**config.mk**
```make
export PLATFORM = sky130hd
export DESIGN_NAME = veil_cmd_handler
export DESIGN_NICKNAME = d
export VERILOG_FILES = /design/src/veil_cmd_handler.v /design/src/reply_crc16.v
export VERILOG_INCLUDE_DIRS = /design/src
export SDC_FILE = /design/constraint.sdc
export NUM_CORES = 1
export LEC_CHECK = 0
export BUFFER_PORTS_ARGS = -buffer_cell sky130_fd_sc_hd__buf_2
export CAP_MARGIN = 10
export CORE_MARGIN = 8
export CORE_UTILIZATION = 58
export DETAILED_ROUTE_END_ITERATION = 16
export PLACE_DENSITY = 0.78
export SLEW_MARGIN = 15
export SYNTH_ARGS = -nofsm -noshare
export SYNTH_HDL_FRONTEND = slang
export SYNTH_SLANG_ARGS = --single-unit
```
**constraint.sdc**
```tcl
create_clock -name clk_i -period 5.8 [get_ports clk_i]
set_clock_uncertainty 0.2 [all_clocks]
set_input_delay 0.58 -clock clk_i [delete_from_list [all_inputs] [get_ports clk_i]]
set_output_delay 0.58 -clock clk_i [all_outputs]
set_load 0.1 [all_outputs]
```
**src/veil_defines.vh**
```
// Purpose: Constants for the veil/unveil command handler.
// Assumes: Frames arrive as serial bits, MSB first, already demodulated.
// Notes:   Tag states follow the usual air-interface protocol states.
`ifndef VEIL_DEFINES_VH
`define VEIL_DEFINES_VH
`define VEIL_CODE        16'hE001
`define UNVEIL_CODE      16'hE002
`define VEIL_FRAME_BITS  7'd48
`define UNVEIL_FRAME_BITS 7'd80
`define CRC_INIT         16'hFFFF
`define CRC_RESIDUE      16'h1D0F
`define CRC_POLY         16'h1021
`define REPLY_BITS       6'd33
`define REPLY_CRC_FIRST  6'd17
`define VEIL_CODE_LSB    7'd32
`define UNVEIL_CODE_LSB  7'd64
`define PWD_LSB          7'd32
`define HANDLE_LSB       7'd16
`define ST_READY         3'h0
`define ST_ARBITRATE     3'h1
`define ST_REPLY         3'h2
`define ST_ACK           3'h3
`define ST_OPEN          3'h4
`define ST_SECURED       3'h5
`define ST_KILLED        3'h6
`endif

```
**src/veil_cmd_handler.v**
```verilog
// Purpose: Tag-side handler for the veil and unveil memory commands.
// Assumes: The air-link front end delivers demodulated command bits and
//          sends reply bits; it handles the frame sync and preamble itself.
// Notes:   The protection bits are kept by a nonvolatile store outside.
// Summary of operation
// - Valid veil in secured sets both bits.
// - Set bits hide protected memory from reads.
// - Zero access password: ignore veil silently.
// - Reply: zero header, handle, CRC-16.
// - Protection applies only after veil reply ends.
// - Failure sends error code instead of reply.
// - Replies always use the extended preamble.
// - Veil frame: code, handle, CRC-16.
// - Veil silent outside secured; documented state moves.
// - Secured veil: password and handle decide outcome.
// - Successful unveil clears both protection bits.
// - Unveil frame: code, covered password, handle, CRC.
// - Password is uncovered with doubled RN16.
// - Unveil accepted in open and secured.
// - Protection bits live in nonvolatile memory.
`timescale 1ns/100ps
`include "veil_defines.vh"
module veil_cmd_handler #(
  parameter HANDLE_W = 16,
  parameter PWD_W    = 32
) (
  // Clock and reset.
  input  wire                clk_i,
  input  wire                sys_rst_i,
  // Incoming command bits, framed by frame_start and frame_end.
  input  wire                frame_start_i,
  input  wire                rx_valid_i,
  input  wire                rx_bit_i,
  input  wire                frame_end_i,
  // Session context from the rest of the tag.
  input  wire [2:0]          tag_state_i,
  input  wire [HANDLE_W-1:0] handle_i,
  input  wire [HANDLE_W-1:0] rn16_i,
  input  wire [PWD_W-1:0]    access_pwd_i,
  input  wire                nvm_ready_i,
  input  wire                nvm_fail_i,
  // Nonvolatile protection bits, loaded at power-up.
  input  wire                nvm_epc_veil_i,
  input  wire                nvm_tid_veil_i,
  input  wire                nvm_valid_i,
  // Reads of protected areas ask here.
  input  wire                epc_read_i,
  input  wire                tid_read_i,
  output wire                epc_read_hide_o,
  output wire                tid_read_hide_o,
  // Nonvolatile write request.
  output reg                 nvm_write_o,
  output reg                 nvm_value_o,
  // State change request to the protocol core.
  output reg                 state_load_o,
  output reg  [2:0]          state_next_o,
  // Reply bit stream.
  output reg                 tx_start_o,
  output reg                 tx_valid_o,
  output reg                 tx_bit_o,
  output reg                 tx_trext_o,
  output reg                 tx_error_o,
  // Current protection bits.
  output reg                 epc_read_veil_bit_o,
  output reg                 tid_read_veil_bit_o
);
  // Receive, decide, wait for the store, then send the reply; for a veil the
  // protection is raised only once the last reply bit is out.
  localparam S_IDLE  = 3'h0;
  localparam S_RECV  = 3'h1;
  localparam S_EXEC  = 3'h2;
  localparam S_NVM   = 3'h3;
  localparam S_REPLY = 3'h4;
  localparam S_CRC   = 3'h5;
  localparam S_APPLY = 3'h6;

  reg [2:0]  fsm_reg;
  reg [79:0] shift_reg;
  reg [6:0]  count_reg;
  reg [5:0]  tx_count_reg;
  reg        veil_op_reg;
  reg [HANDLE_W-1:0] reply_sh_reg;
  reg [15:0] crc_sh_reg;

  wire [15:0] crc_val;
  wire        crc_ok;
  reg         crc_load;
  reg         crc_shift;
  reg         crc_in;
  wire        frame_take = frame_start_i && (fsm_reg == S_IDLE);

  reply_crc16 u_crc (
    .clk_i        (clk_i),
    .sys_rst_i    (sys_rst_i),
    .load_i       (crc_load),
    .shift_i      (crc_shift),
    .bit_i        (crc_in),
    .crc_o        (crc_val),
    .residue_ok_o (crc_ok)
  );

  // Reply CRC reuses the same engine, header zero then handle. A frame start
  // seen while busy must not preset it, or a reply in flight would carry a
  // broken checksum.
  always @* begin
    crc_load  = frame_take || (fsm_reg == S_NVM && nvm_ready_i);
    crc_shift = 1'b0;
    crc_in    = 1'b0;
    if (fsm_reg == S_RECV && rx_valid_i) begin
      crc_shift = 1'b1;
      crc_in    = rx_bit_i;
    end else if (fsm_reg == S_REPLY) begin
      crc_shift = 1'b1;
      crc_in    = (tx_count_reg == 6'd0) ? 1'b0 : reply_sh_reg[HANDLE_W-1];
    end
  end

  // Undo the cover with the current random number doubled to full width.
  function pwd_match;
    input [PWD_W-1:0] covered;
    input [PWD_W-1:0] stored;
    input [HANDLE_W-1:0] rn;
    begin
      pwd_match = ((covered ^ {rn, rn}) == stored);
    end
  endfunction

  // Sixteen-bit field of the received frame, counted from its last bit.
  function [15:0] field16;
    input [79:0] frame;
    input [6:0]  lsb;
    begin
      field16 = frame[lsb +: 16];
    end
  endfunction

  // Only the low bits of the shift register hold a short frame; the stale
  // upper part is never compared, since the length is checked first.
  wire is_veil   = (count_reg == `VEIL_FRAME_BITS) &&
                   (field16(shift_reg, `VEIL_CODE_LSB) == `VEIL_CODE);
  wire is_unveil = (count_reg == `UNVEIL_FRAME_BITS) &&
                   (field16(shift_reg, `UNVEIL_CODE_LSB) == `UNVEIL_CODE);
  wire [HANDLE_W-1:0] rx_handle = shift_reg[`HANDLE_LSB +: HANDLE_W];
  wire handle_ok = (rx_handle == handle_i);
  wire unveil_pwd_ok = pwd_match(shift_reg[`PWD_LSB +: PWD_W], access_pwd_i, rn16_i);
  wire pwd_zero = (access_pwd_i == {PWD_W{1'b0}});
  wire in_sel   = (tag_state_i == `ST_ARBITRATE) || (tag_state_i == `ST_REPLY) ||
                  (tag_state_i == `ST_ACK);
  // Outcome of a frame whose check has passed. The selected states fall back
  // to arbitrate for either command without looking at handle or password.
  wire frame_good   = crc_ok && (is_veil || is_unveil);
  wire veil_take    = is_veil && (tag_state_i == `ST_SECURED) && !pwd_zero &&
                      handle_ok;
  wire unveil_state = (tag_state_i == `ST_OPEN) || (tag_state_i == `ST_SECURED);
  wire unveil_take  = is_unveil && unveil_state && handle_ok && unveil_pwd_ok;
  wire unveil_deny  = is_unveil && unveil_state && handle_ok && !unveil_pwd_ok;

  assign epc_read_hide_o = epc_read_i && epc_read_veil_bit_o;
  assign tid_read_hide_o = tid_read_i && tid_read_veil_bit_o;

  // The stored copy of the protection bits is reloaded whenever the store
  // reports it valid. A command that sets or clears them assigns later in
  // this process, so its result wins over a reload in the same cycle.
  always @(posedge clk_i or posedge sys_rst_i) begin
    if (sys_rst_i) begin
      fsm_reg             <= S_IDLE;
      shift_reg           <= 80'h0;
      count_reg           <= 7'h0;
      tx_count_reg        <= 6'h0;
      veil_op_reg         <= 1'b0;
      reply_sh_reg        <= {HANDLE_W{1'b0}};
      crc_sh_reg          <= 16'h0000;
      nvm_write_o         <= 1'b0;
      nvm_value_o         <= 1'b0;
      state_load_o        <= 1'b0;
      state_next_o        <= `ST_READY;
      tx_start_o          <= 1'b0;
      tx_valid_o          <= 1'b0;
      tx_bit_o            <= 1'b0;
      tx_trext_o          <= 1'b0;
      tx_error_o          <= 1'b0;
      epc_read_veil_bit_o <= 1'b0;
      tid_read_veil_bit_o <= 1'b0;
    end else begin
      nvm_write_o  <= 1'b0;
      state_load_o <= 1'b0;
      tx_start_o   <= 1'b0;
      tx_valid_o   <= 1'b0;
      tx_error_o   <= 1'b0;
      if (nvm_valid_i) begin
        epc_read_veil_bit_o <= nvm_epc_veil_i;
        tid_read_veil_bit_o <= nvm_tid_veil_i;
      end
      case (fsm_reg)
        S_IDLE: begin
          if (frame_take) begin
            count_reg <= 7'h0;
            fsm_reg   <= S_RECV;
          end
        end
        S_RECV: begin
          // Bits past the longest frame are dropped and the count holds there; the frame check still covers every bit.
          if (rx_valid_i && count_reg != `UNVEIL_FRAME_BITS) begin
            shift_reg <= {shift_reg[78:0], rx_bit_i};
            count_reg <= count_reg + 7'd1;
          end
          if (frame_end_i) begin
            fsm_reg <= S_EXEC;
          end
        end
        S_EXEC: begin
          fsm_reg <= S_IDLE;
          // A frame with a bad check or unknown code changes nothing.
          if (frame_good) begin
            if (in_sel) begin
              state_load_o <= 1'b1;
              state_next_o <= `ST_ARBITRATE;
            end else if (veil_take) begin
              veil_op_reg <= 1'b1;
              nvm_value_o <= 1'b1;
              nvm_write_o <= 1'b1;
              fsm_reg     <= S_NVM;
            end else if (unveil_take) begin
              veil_op_reg <= 1'b0;
              nvm_value_o <= 1'b0;
              nvm_write_o <= 1'b1;
              fsm_reg     <= S_NVM;
            end else if (unveil_deny) begin
              // A wrong password ends the session and sends the tag to arbitrate.
              state_load_o <= 1'b1;
              state_next_o <= `ST_ARBITRATE;
            end
          end
        end
        S_NVM: begin
          // No timeout here: the store always answers with ready or fail, and
          // keeping the carrier limit is the reader's duty.
          if (nvm_fail_i) begin
            // A failed write leaves the protection bits as they were.
            tx_start_o <= 1'b1;
            tx_error_o <= 1'b1;
            tx_trext_o <= 1'b1;
            fsm_reg    <= S_IDLE;
          end else if (nvm_ready_i) begin
            tx_start_o   <= 1'b1;
            // The extended preamble flag is left set, since every reply of this
            // block needs it; the front end reads it only when a reply starts.
            tx_trext_o   <= 1'b1;
            reply_sh_reg <= handle_i;
            tx_count_reg <= 6'h0;
            if (!veil_op_reg) begin
              epc_read_veil_bit_o <= 1'b0;
              tid_read_veil_bit_o <= 1'b0;
            end
            fsm_reg <= S_REPLY;
          end
        end
        S_REPLY: begin
          tx_valid_o <= 1'b1;
          if (tx_count_reg == 6'd0) begin
            tx_bit_o <= 1'b0;
          end else begin
            tx_bit_o     <= reply_sh_reg[HANDLE_W-1];
            reply_sh_reg <= {reply_sh_reg[HANDLE_W-2:0], 1'b0};
          end
          tx_count_reg <= tx_count_reg + 6'd1;
          if (tx_count_reg == `REPLY_CRC_FIRST - 6'd1) begin
            fsm_reg <= S_CRC;
          end
        end
        S_CRC: begin
          if (tx_count_reg == `REPLY_CRC_FIRST) begin
            crc_sh_reg <= {~crc_val[14:0], 1'b0};
            tx_bit_o   <= ~crc_val[15];
          end else begin
            crc_sh_reg <= {crc_sh_reg[14:0], 1'b0};
            tx_bit_o   <= crc_sh_reg[15];
          end
          tx_valid_o   <= 1'b1;
          tx_count_reg <= tx_count_reg + 6'd1;
          if (tx_count_reg == `REPLY_BITS - 6'd1) begin
            fsm_reg <= S_APPLY;
          end
        end
        S_APPLY: begin
          if (veil_op_reg) begin
            epc_read_veil_bit_o <= 1'b1;
            tid_read_veil_bit_o <= 1'b1;
          end
          fsm_reg <= S_IDLE;
        end
        default: begin
          fsm_reg <= S_IDLE;
        end
      endcase
    end
  end
endmodule

```
**src/reply_crc16.v**
```verilog
// Purpose: Serial CRC-16 engine used for both frame check and reply.
// Assumes: One bit per clock when shift_i is high.
// Notes:   Load presets the register; the check compares with the residue.
`timescale 1ns/100ps
`include "veil_defines.vh"
module reply_crc16 (
  // Clock and reset.
  input  wire        clk_i,
  input  wire        sys_rst_i,
  // Control.
  input  wire        load_i,
  input  wire        shift_i,
  input  wire        bit_i,
  // Result.
  output wire [15:0] crc_o,
  output wire        residue_ok_o
);
  reg  [15:0] crc_reg;
  wire        fb = crc_reg[15] ^ bit_i;
  always @(posedge clk_i or posedge sys_rst_i) begin
    if (sys_rst_i) begin
      crc_reg <= `CRC_INIT;
    end else if (load_i) begin
      crc_reg <= `CRC_INIT;
    end else if (shift_i) begin
      crc_reg <= {crc_reg[14:0], 1'b0} ^ (fb ? `CRC_POLY : 16'h0000);
    end
  end
  assign crc_o        = crc_reg;
  assign residue_ok_o = (crc_reg == `CRC_RESIDUE);
endmodule

```
==> flow_metrics.tcl, run 1 <==
set metrics [dict create \
    outcome "complete, no violations" \
    ys_ff_latch 154 \
    power_frac_seq_pct 42.0 \
    wl_um 17700 \
    initial_core_util_pct 58.4 \
    drtIter0Drc 593 \
    cp-startpoint "fsm_reg[0]" \
    crit_fanout 49 \
    syn_area_per_cell_sq_um 9.48 \
    via_count 6021 \
    synth-xor-area-share_pct 10.9 \
    antenna_found_initial 0 \
    yosys.cell_types.count 55 \
    leakagePower_nw 4.42 \
    whs_ns 0.111 \
    hold_viol 0 \
    cts.hold.buffers_added 0 \
    dieArea_sq_um 17000 \
    clock_path_buffers 2 \
    cts-root-buf "clkbuf_16" \
    netSwitchingFraction_pct 35.1 \
    yosys-top-cells-count "nand2_1 (303), dfrtp_1 (138), o21ai_0 (50)" \
    largest_reg_flops 80 \
    crit_arrival_ns 2.94 \
    critPathCaptureType "flop" \
    overflow 0 \
    yosysTopAreaCell "dfrtp_1" \
    drc 0 \
    synth_compound_area_share_pct 7.53 \
    synth_edf_count 0 \
    synth_area_sq_um 7610 \
    yosysTopAreaCellShare_pct 45.4 \
    ys_seq_area_share_pct 50.9 \
    fp-row-count 42 \
    synthSimpleGateAreaFrac_pct 24.7 \
    power_density_nw_per_um2 399 \
    pwr-share-comb_pct 25.9 \
    async_flop_share_pct 100 \
    grt_max_degree 105 \
    critPathLaunchType "flop" \
    fin_crit_sh_pct 48.5 \
    place.gp.congestion 0.933 \
    grt_use_total_pct 22.1 \
    layout-drive-gt1-share_pct 17.4 \
    p_int_w 0.00228 \
    clk_pin_slew_ns 0.06 \
    vdd_ir_drop_max_v 0.000221 \
    clock_power_share_pct 32.1 \
    switchingPower_w 0.00124 \
    crit_required_ns 5.92 \
    cts_sinks 154 \
    cts_setup_buffers 0 \
    synth-adder-area-share_pct 0.823 \
    rsz0062_at_grt "false" \
    cts_tree "yes" \
    grt_pass1_wl_um 29400 \
    insertion_delay_ns 0.43 \
    slew_viol_final 0 \
    hpwl_um 12400 \
    synthFlopType "dfrtp_1" \
    wire_per_inst_um 16.5 \
    port_buffers 92 \
    cts_resized 0 \
    synth_most_common_cell "nand2_1" \
    min_path_type "in2async" \
    setup_viol 0 \
    die_x_um 131 \
    h-tree-depth 4 \
    yosys-top-cells-area "dfrtp_1 (45%), nand2_1 (15%), xnor3_1 (6.5%), dfstp_2 (5.5%), o21ai_0 (3.3%)" \
    max_freq_mhz 355 \
    reg2reg_from "fsm_reg[0]" \
    die_height_um 131 \
    synth_top_family_by_area "simple AND/OR/NAND/NOR gates" \
    postRouteAntennaNets 0 \
    area_growth_pct 15.8 \
    nets 969 \
    cts_buffers 17 \
    first_global_vias 6075 \
    firstDrtPassIters 5 \
    antennaDiodeCount 0 \
    maxSlewHeadroom_pct 31.6 \
    worstMarginPinSlew_ns 1.03 \
    vias_per_cell 5.61 \
    ioPinCount 95 \
    period_minus_slack_ns 2.81 \
    coreArea_sq_um 13000 \
    synth_cells 802 \
    ff2ff_setup_slack_ns 2.99 \
    max_cap_violations 0 \
    critPathKind "reg2reg" \
    fillers 1039 \
    final-seq-area_sq_um 3870 \
    multiInputGateArea_sq_um 3560 \
    synth_mux_area_share_pct 2.65 \
    yosysWarnings 0 \
    fin_setup_tns_ns 0 \
]
==> area by class of cell <==
class	instances	share of cell area [%]
well taps	176	2.50
clock inverters	12	1.68
repair buffers	99	5.82
clock buffers	20	5.18
flip-flops and latches	154	44.0
inverters	10	0.483
multi-input cells	602	40.4
==> power by group through the flow <==
stage / clock network, W / registers, W / logic [W]
after floorplan: 0 / 0.00152 / 0.000630
after global placement: 0 / 0.00147 / 0.000870
after detailed placement: 0 / 0.00149 / 0.000902
after CTS: 0.00115 / 0.00147 / 0.000914
after global routing: 0.00119 / 0.00150 / 0.00101
final: 0.00113 / 0.00148 / 0.000911
==> kinds of logic after synthesis <==
kind of cell / after synthesis
multiplexers: 20
other: 1
AO/OA/AOI/OAI: 93
XOR/XNOR: 60
adder cells (fa/ha/maj): 5
AND/OR/NAND/NOR: 422
flip-flops: 154
buffers and inverters: 47
==> through the flow <==
step,setup WS (ns),cell area [sq um],instances,total power (W),utilization (%)
floorplan,0.897,7610,803,0.00215,-
global placement,3.07,8210,1041,0.00234,63.0
detailed placement,3.01,8210,1041,0.00239,63.0
CTS,2.94,8810,1073,0.00353,67.6
global route,2.79,8810,1073,0.00370,67.6
finish,2.99,8810,1073,0.00352,67.6
==> worst max-delay path, stage by stage, from the launching register on <==
cell and delay (ns):
dfrtp_1 0.65, and2b_1 0.29, nand2_1 0.17, or3_2 0.73
buf_4 0.39, o21ai_0 0.26
==> cells in the final DEF, fill, tap and decap left out, types with 4 or more instances in the layout <==
| master | n |
|---|---|
| a21oi_1 | 9 |
| buf_4 | 7 |
| xnor2_1 | 20 |
| nand3_1 | 14 |
| clkinv_2 | 4 |
| nor4b_1 | 5 |
| nand2_1 | 303 |
| xnor3_1 | 22 |
| o21ai_0 | 50 |
| xor2_1 | 18 |
| nor2_1 | 24 |
| dfrtp_1 | 138 |
| clkbuf_16 | 17 |
| nand4_1 | 19 |
| or3_1 | 7 |
| ha_1 | 5 |
| nor4_1 | 14 |
| buf_2 | 92 |
| mux2i_1 | 19 |
| o22a_1 | 13 |
| clkinvlp_4 | 5 |
| inv_1 | 9 |
| dfstp_2 | 16 |
| and3_1 | 4 |
==> metal layers <==
layer / up-vias / wire length (um) / track usage (%)
li1: 2864 / - / -
met1: 2936 / 7550 / 28.0
met2: 188 / 8590 / 36.1
met3: 33 / 1170 / 5.80
met4: 0 / 347 / 7.70
met5: - / 0 / 0
==> final timing paths <==
check | end | depth (start not counted)
worst min-delay path | shift_reg[51] | 2
max in group asynchronous | tx_valid_o | 3
worst max register to register | count_reg[0] | 5
worst min register to register | shift_reg[14] | 2
min in group clk_i | shift_reg[0] | 3
worst max-delay path | count_reg[0] | 5
No activity file was read; power rests on OpenSTA's default activity.
==> run 2, diff against run 1 <==
CORE_UTILIZATION = 53   (was 58)
PLACE_DENSITY = 0.75   (was 0.78)
clock period = 2.5 ns   (was 5.8 ns; I/O delays follow)
==> run 2 against run 1 <==
Sequential cell count unchanged. Combinational power increased to 2.5 times the previous value. Final cell count increased by 3.6%. Worst hold slack got worse by 0.11 ns. Via count increased by 0.63%. Critical endpoint is now veil_op_reg. Largest cell class unchanged.
==> flow_metrics.tcl, run 2 (synthesis results as in run 1) <==
set metrics [dict create \
    cts-root-buf "clkbuf_16" \
    fin_setup_tns_ns 0 \
    clk_pin_slew_ns 0.06 \
    crit_fanout 3 \
    coreArea_sq_um 13900 \
    critPathKind "in2reg" \
    ioPinCount 95 \
    largest_reg_flops 80 \
    leakagePower_nw 4.59 \
    worstMarginPinSlew_ns 0.714 \
    crit_required_ns 2.64 \
    max_cap_violations 0 \
    area_growth_pct 20.9 \
    cts_sinks 154 \
    nets 1003 \
    slew_viol_final 0 \
    overflow 0 \
    wire_per_inst_um 16.4 \
    port_buffers 92 \
    final_common_cell "nand2_1" \
    cts_tree "yes" \
    power_density_nw_per_um2 901 \
    fp-row-count 43 \
    hold_viol 0 \
    fin_crit_sh_pct 97.2 \
    max_freq_mhz 411 \
    outcome "complete, no violations" \
    hpwl_um 12800 \
    final-seq-area_sq_um 3870 \
    maxSlewHeadroom_pct 51.7 \
    layout-drive-gt1-share_pct 18.3 \
    crit_arrival_ns 2.57 \
    place_inst 1059 \
    vdd_ir_drop_max_v 0.000607 \
    drc 0 \
    die_height_um 136 \
    place.gp.congestion 0.854 \
    grt_pass1_wl_um 30200 \
    fin_cells 1112 \
    mostFrequentLayoutCells "nand2_1 (303), dfrtp_1 (138), buf_2 (92)" \
    period_minus_slack_ns 2.43 \
    firstDrtPassIters 5 \
    first_global_vias 5849 \
    drtIter0Drc 417 \
    fillers 1078 \
    rsz0062_at_grt "false" \
    cts_buffers 17 \
    initial_core_util_pct 54.6 \
    multiInputGateArea_sq_um 3570 \
    setup_viol 0 \
    postRouteAntennaNets 0 \
    dieArea_sq_um 18400 \
    wl_um 18200 \
    vias_per_cell 5.45 \
    min_path_type "in2reg" \
    critPathCaptureType "flop" \
    via_count 6059 \
    h-tree-depth 4 \
    critPathLaunchType "input port" \
    grt_use_total_pct 20.7 \
    antenna_found_initial 1 \
    clock_path_buffers 2 \
    insertion_delay_ns 0.43 \
    whs_ns 0.00267 \
    die_x_um 136 \
    grt_max_degree 67 \
]
## run 2: cell count changes in the layout (fill, tap and decap cells not counted), sizes merged, moves of 2 or more
cell,previous run,this run
dlygate4sd3,0,20
bufinv,3,1
buf,99,113
clkinv,4,1
clkbuf,20,25
## run 2: where the power goes
| part | switching, W | leakage, nW | internal [W] | total [W] |
|---|---|---|---|---|
| Clock | 0.00101 | 0.286 | 0.00158 | 0.00260 |
| Sequential | 0.000391 | 2.03 | 0.00299 | 0.00338 |
| Combinational | 0.00149 | 2.27 | 0.000816 | 0.00231 |
## run 2: final cells by class
| class | count | area share [%] |
|---|---|---|
| Sequential cell | 154 | 42.1 |
| Multi-Input combinational cell | 602 | 38.9 |
| Timing Repair Buffer | 133 | 9.49 |
| Clock buffer | 25 | 5.76 |
| Tap cell | 180 | 2.45 |
| Clock inverter | 7 | 0.817 |
| Inverter | 10 | 0.449 |
| Antenna cell | 1 | 0.0272 |
## run 2: metal layers
| metal | share of wire [%] | track usage, % | vias to the layer above |
|---|---|---|---|
| met3 | 5.6 | 4.75 | 19 |
| met4 | 1.2 | 6.23 | 0 |
| met2 | 46 | 30.8 | 170 |
| li1 | - | - | 2942 |
| met1 | 47 | 29.5 | 2928 |
| met5 | 0 | 0 | - |
## run 2: repair_timing
item | in CTS | in global routing
buffers inserted | 0 | 0
hold buffers | 20 | 0
gates resized for setup | 0 | 3
setup endpoints to repair | 0 | 27
hold endpoints to repair | 158 | 0
## run 2: through the flow
step / power, W / utilization (%) / worst slack (ns) / cell area [sq um]
after floorplan: 0.00500 / - / 0.118 / 7610
after global placement: 0.00563 / 60.1 / 0.110 / 8370
after detailed placement: 0.00567 / 60.1 / 0.121 / 8370
after CTS: 0.00831 / 65.8 / 0.0893 / 9170
after global routing: 0.00875 / 66.0 / 0.0193 / 9190
final: 0.00828 / 66.0 / 0.0697 / 9190
## run 2: final timing paths
kind | from | cells past startpoint | endpoint | slack [ns]
max | handle_i[6] | 8 | veil_op_reg | 0.07
min | handle_i[2] | 3 | reply_sh_reg[2] | 0.003
max reg2reg | shift_reg[22] | 6 | veil_op_reg | 0.13
min reg2reg | tx_trext_o | 1 | tx_trext_o | 0.26
max in group asynchronous | sys_rst_i | 4 | u_crc.crc_o[15] | 1.28
min in group asynchronous | sys_rst_i | 3 | shift_reg[47] | 0.13
## run 2: critical path: stages
cell and delay (ns):
dlygate4sd3_1 0.54, buf_2 0.14, xnor2_1 0.17, nand4_1 0.14, nor4b_1 0.66, and3_1 0.34, nand3_1 0.15, a2bb2oi_1 0.18
==> run 3, diff against run 2 <==
CORE_UTILIZATION = 63   (was 53)
PLACE_DENSITY = 0.84   (was 0.75)
clock period = 3.1 ns   (was 2.5 ns; I/O delays follow)
==> run 3 against run 2 <==
Largest cell class unchanged. Total power is 19% lower. Final area is 3.5% lower. Core utilization is 8.5 points higher. Worst hold slack better by 0.012 ns. Non-clock buffer count is 27 lower. Via count is 2.5% higher. Wire length hardly changed. Largest power group unchanged. Final cell count is 5.5% lower. Die area is 14% lower. Setup slack better by 0.33 ns. Count of clock-buffer cells in the layout is 1 higher. Sequential power is 19% lower.
==> flow_metrics.tcl, run 3 (synthesis results as in run 1) <==
set metrics [dict create \
    outcome "complete, no violations" \
    cts-root-buf "clkbuf_16" \
    reg2reg_depth 6 \
    slowest_delay_ns 0.70 \
    max_freq_mhz 370 \
    firstDrtPassIters 5 \
    critPathLaunchType "flop" \
    grt_max_degree 155 \
    coreArea_sq_um 11900 \
    endpoint "state_next_o[0]" \
    cts_buffers 17 \
    reg2reg_from "shift_reg[50]" \
    hpwl_um 12700 \
    critPathCaptureType "flop" \
    initial_core_util_pct 63.9 \
    cts_setup_buffers 0 \
    nets 976 \
    cp_common_cell "nand4_1" \
    path_cells "xnor3_1, nand4_1, nor4_1, nand4_1, a41oi_1, o21bai_1" \
    place.gp.congestion 0.913 \
    min_path_type "in2reg" \
    placed_area_sq_um 8240 \
    period_minus_slack_ns 2.70 \
    port_buffers 92 \
    rsz0062_at_grt "false" \
    leakagePower_nw 4.47 \
    crit_buf_inv 0 \
    power_density_nw_per_um2 753 \
    cts.hold.buffers_added 3 \
    postRouteAntennaNets 0 \
    setup_ws_ns 0.400 \
    stdcell_area_sq_um 8870 \
    maxSlewHeadroom_pct 44.6 \
    die_x_um 126 \
    fp-row-count 40 \
    crit_arrival_ns 2.79 \
    die_height_um 126 \
    cts_sinks 154 \
    crit_fanout 4 \
    antennaDiodeCount 0 \
    vdd_ir_drop_max_v 0.000410 \
    fin_setup_tns_ns 0 \
    clock_path_buffers 2 \
    power.total_w 0.00668 \
    mostFrequentLayoutCells "nand2_1 (303), dfrtp_1 (138), buf_2 (92)" \
    insertion_delay_ns 0.42 \
    via_count 6210 \
    clk_pin_slew_ns 0.06 \
    vias_per_cell 5.91 \
    cp-startpoint "shift_reg[50]" \
    ioPinCount 95 \
    grt_pass1_wl_um 29900 \
    wl_um 18200 \
    final_common_cell "nand2_1" \
    ff2ff_setup_slack_ns 0.40 \
    dp_slack_ns 0.410 \
    whs_ns 0.0147 \
    grt_use_total_pct 23.4 \
    setup_viol 0 \
    overflow 0 \
    max_cap_violations 0 \
    crit_cells 6 \
    h-tree-depth 4 \
    cp_top_family "simple AND/OR/NAND/NOR gates" \
    area_growth_pct 16.7 \
    cts_tree "yes" \
    worstMarginPinSlew_ns 0.830 \
    antenna_found_initial 0 \
    first_global_vias 6164 \
    hold_viol 0 \
    wire_per_inst_um 17.3 \
    crit_required_ns 3.19 \
    drtIter0Drc 651 \
    r2r_end "state_next_o[0]" \
    cts_resized 0 \
    critPathKind "reg2reg" \
    layout-drive-gt1-share_pct 17.3 \
    slowest_stage "nor4_1" \
    drc 0 \
    largest_reg_flops 80 \
    slew_viol_final 0 \
    dieArea_sq_um 15800 \
    fin_crit_sh_pct 87.1 \
]
## run 3: stage by stage
step,cells,util (%)
global route,1051,74.5
finish,1051,74.5
global placement,1016,69.1
CTS,1051,74.5
floorplan,803,-
detailed placement,1016,69.1
## run 3: metal layers
metal / part of all wire, % / GRT usage [%] / vias to the layer above
li1: - / - / 2882
met1: 41 / 28.1 / 3042
met2: 50 / 39.4 / 246
met3: 6.7 / 6.24 / 40
met4: 2.2 / 9.13 / 0
met5: 0 / 0 / -
## run 3: how the worst min path moves through the flow
stage / from / end / slack, ns / cells after the start
after global placement: shift_reg[4] / shift_reg[5] / 0.25 / 2
after floorplan: rx_bit_i / shift_reg[0] / 0.22 / 2
after CTS: nvm_epc_veil_i / epc_read_veil_bit_o / 0.01 / 3
after detailed placement: shift_reg[10] / shift_reg[11] / 0.25 / 2
final: nvm_epc_veil_i / epc_read_veil_bit_o / 0.01 / 3
after global routing: nvm_epc_veil_i / epc_read_veil_bit_o / 0.01 / 3
## run 3: power breakdown
group	internal [W]	switching (W)	total (W)
sequential	0.00241	0.000339	0.00275
combinational	0.000607	0.00120	0.00181
clock	0.00135	0.000768	0.00212
## run 3: worst reg2reg max path, stage by stage, from the launching register on
cell and delay (ns):
dfrtp_1 0.41, xnor3_1 0.42, nand4_1 0.11, nor4_1 0.70, nand4_1 0.34, a41oi_1 0.30, o21bai_1 0.10
## run 3: area by class of cell
class	count	area, sq um
sequential	154	3870
clock buffer	26	499
clock inverter	6	110
tap	147	184
timing repair buffer	106	611
multi-input combinational	602	3560
inverter	10	41.3
fill	807	3040
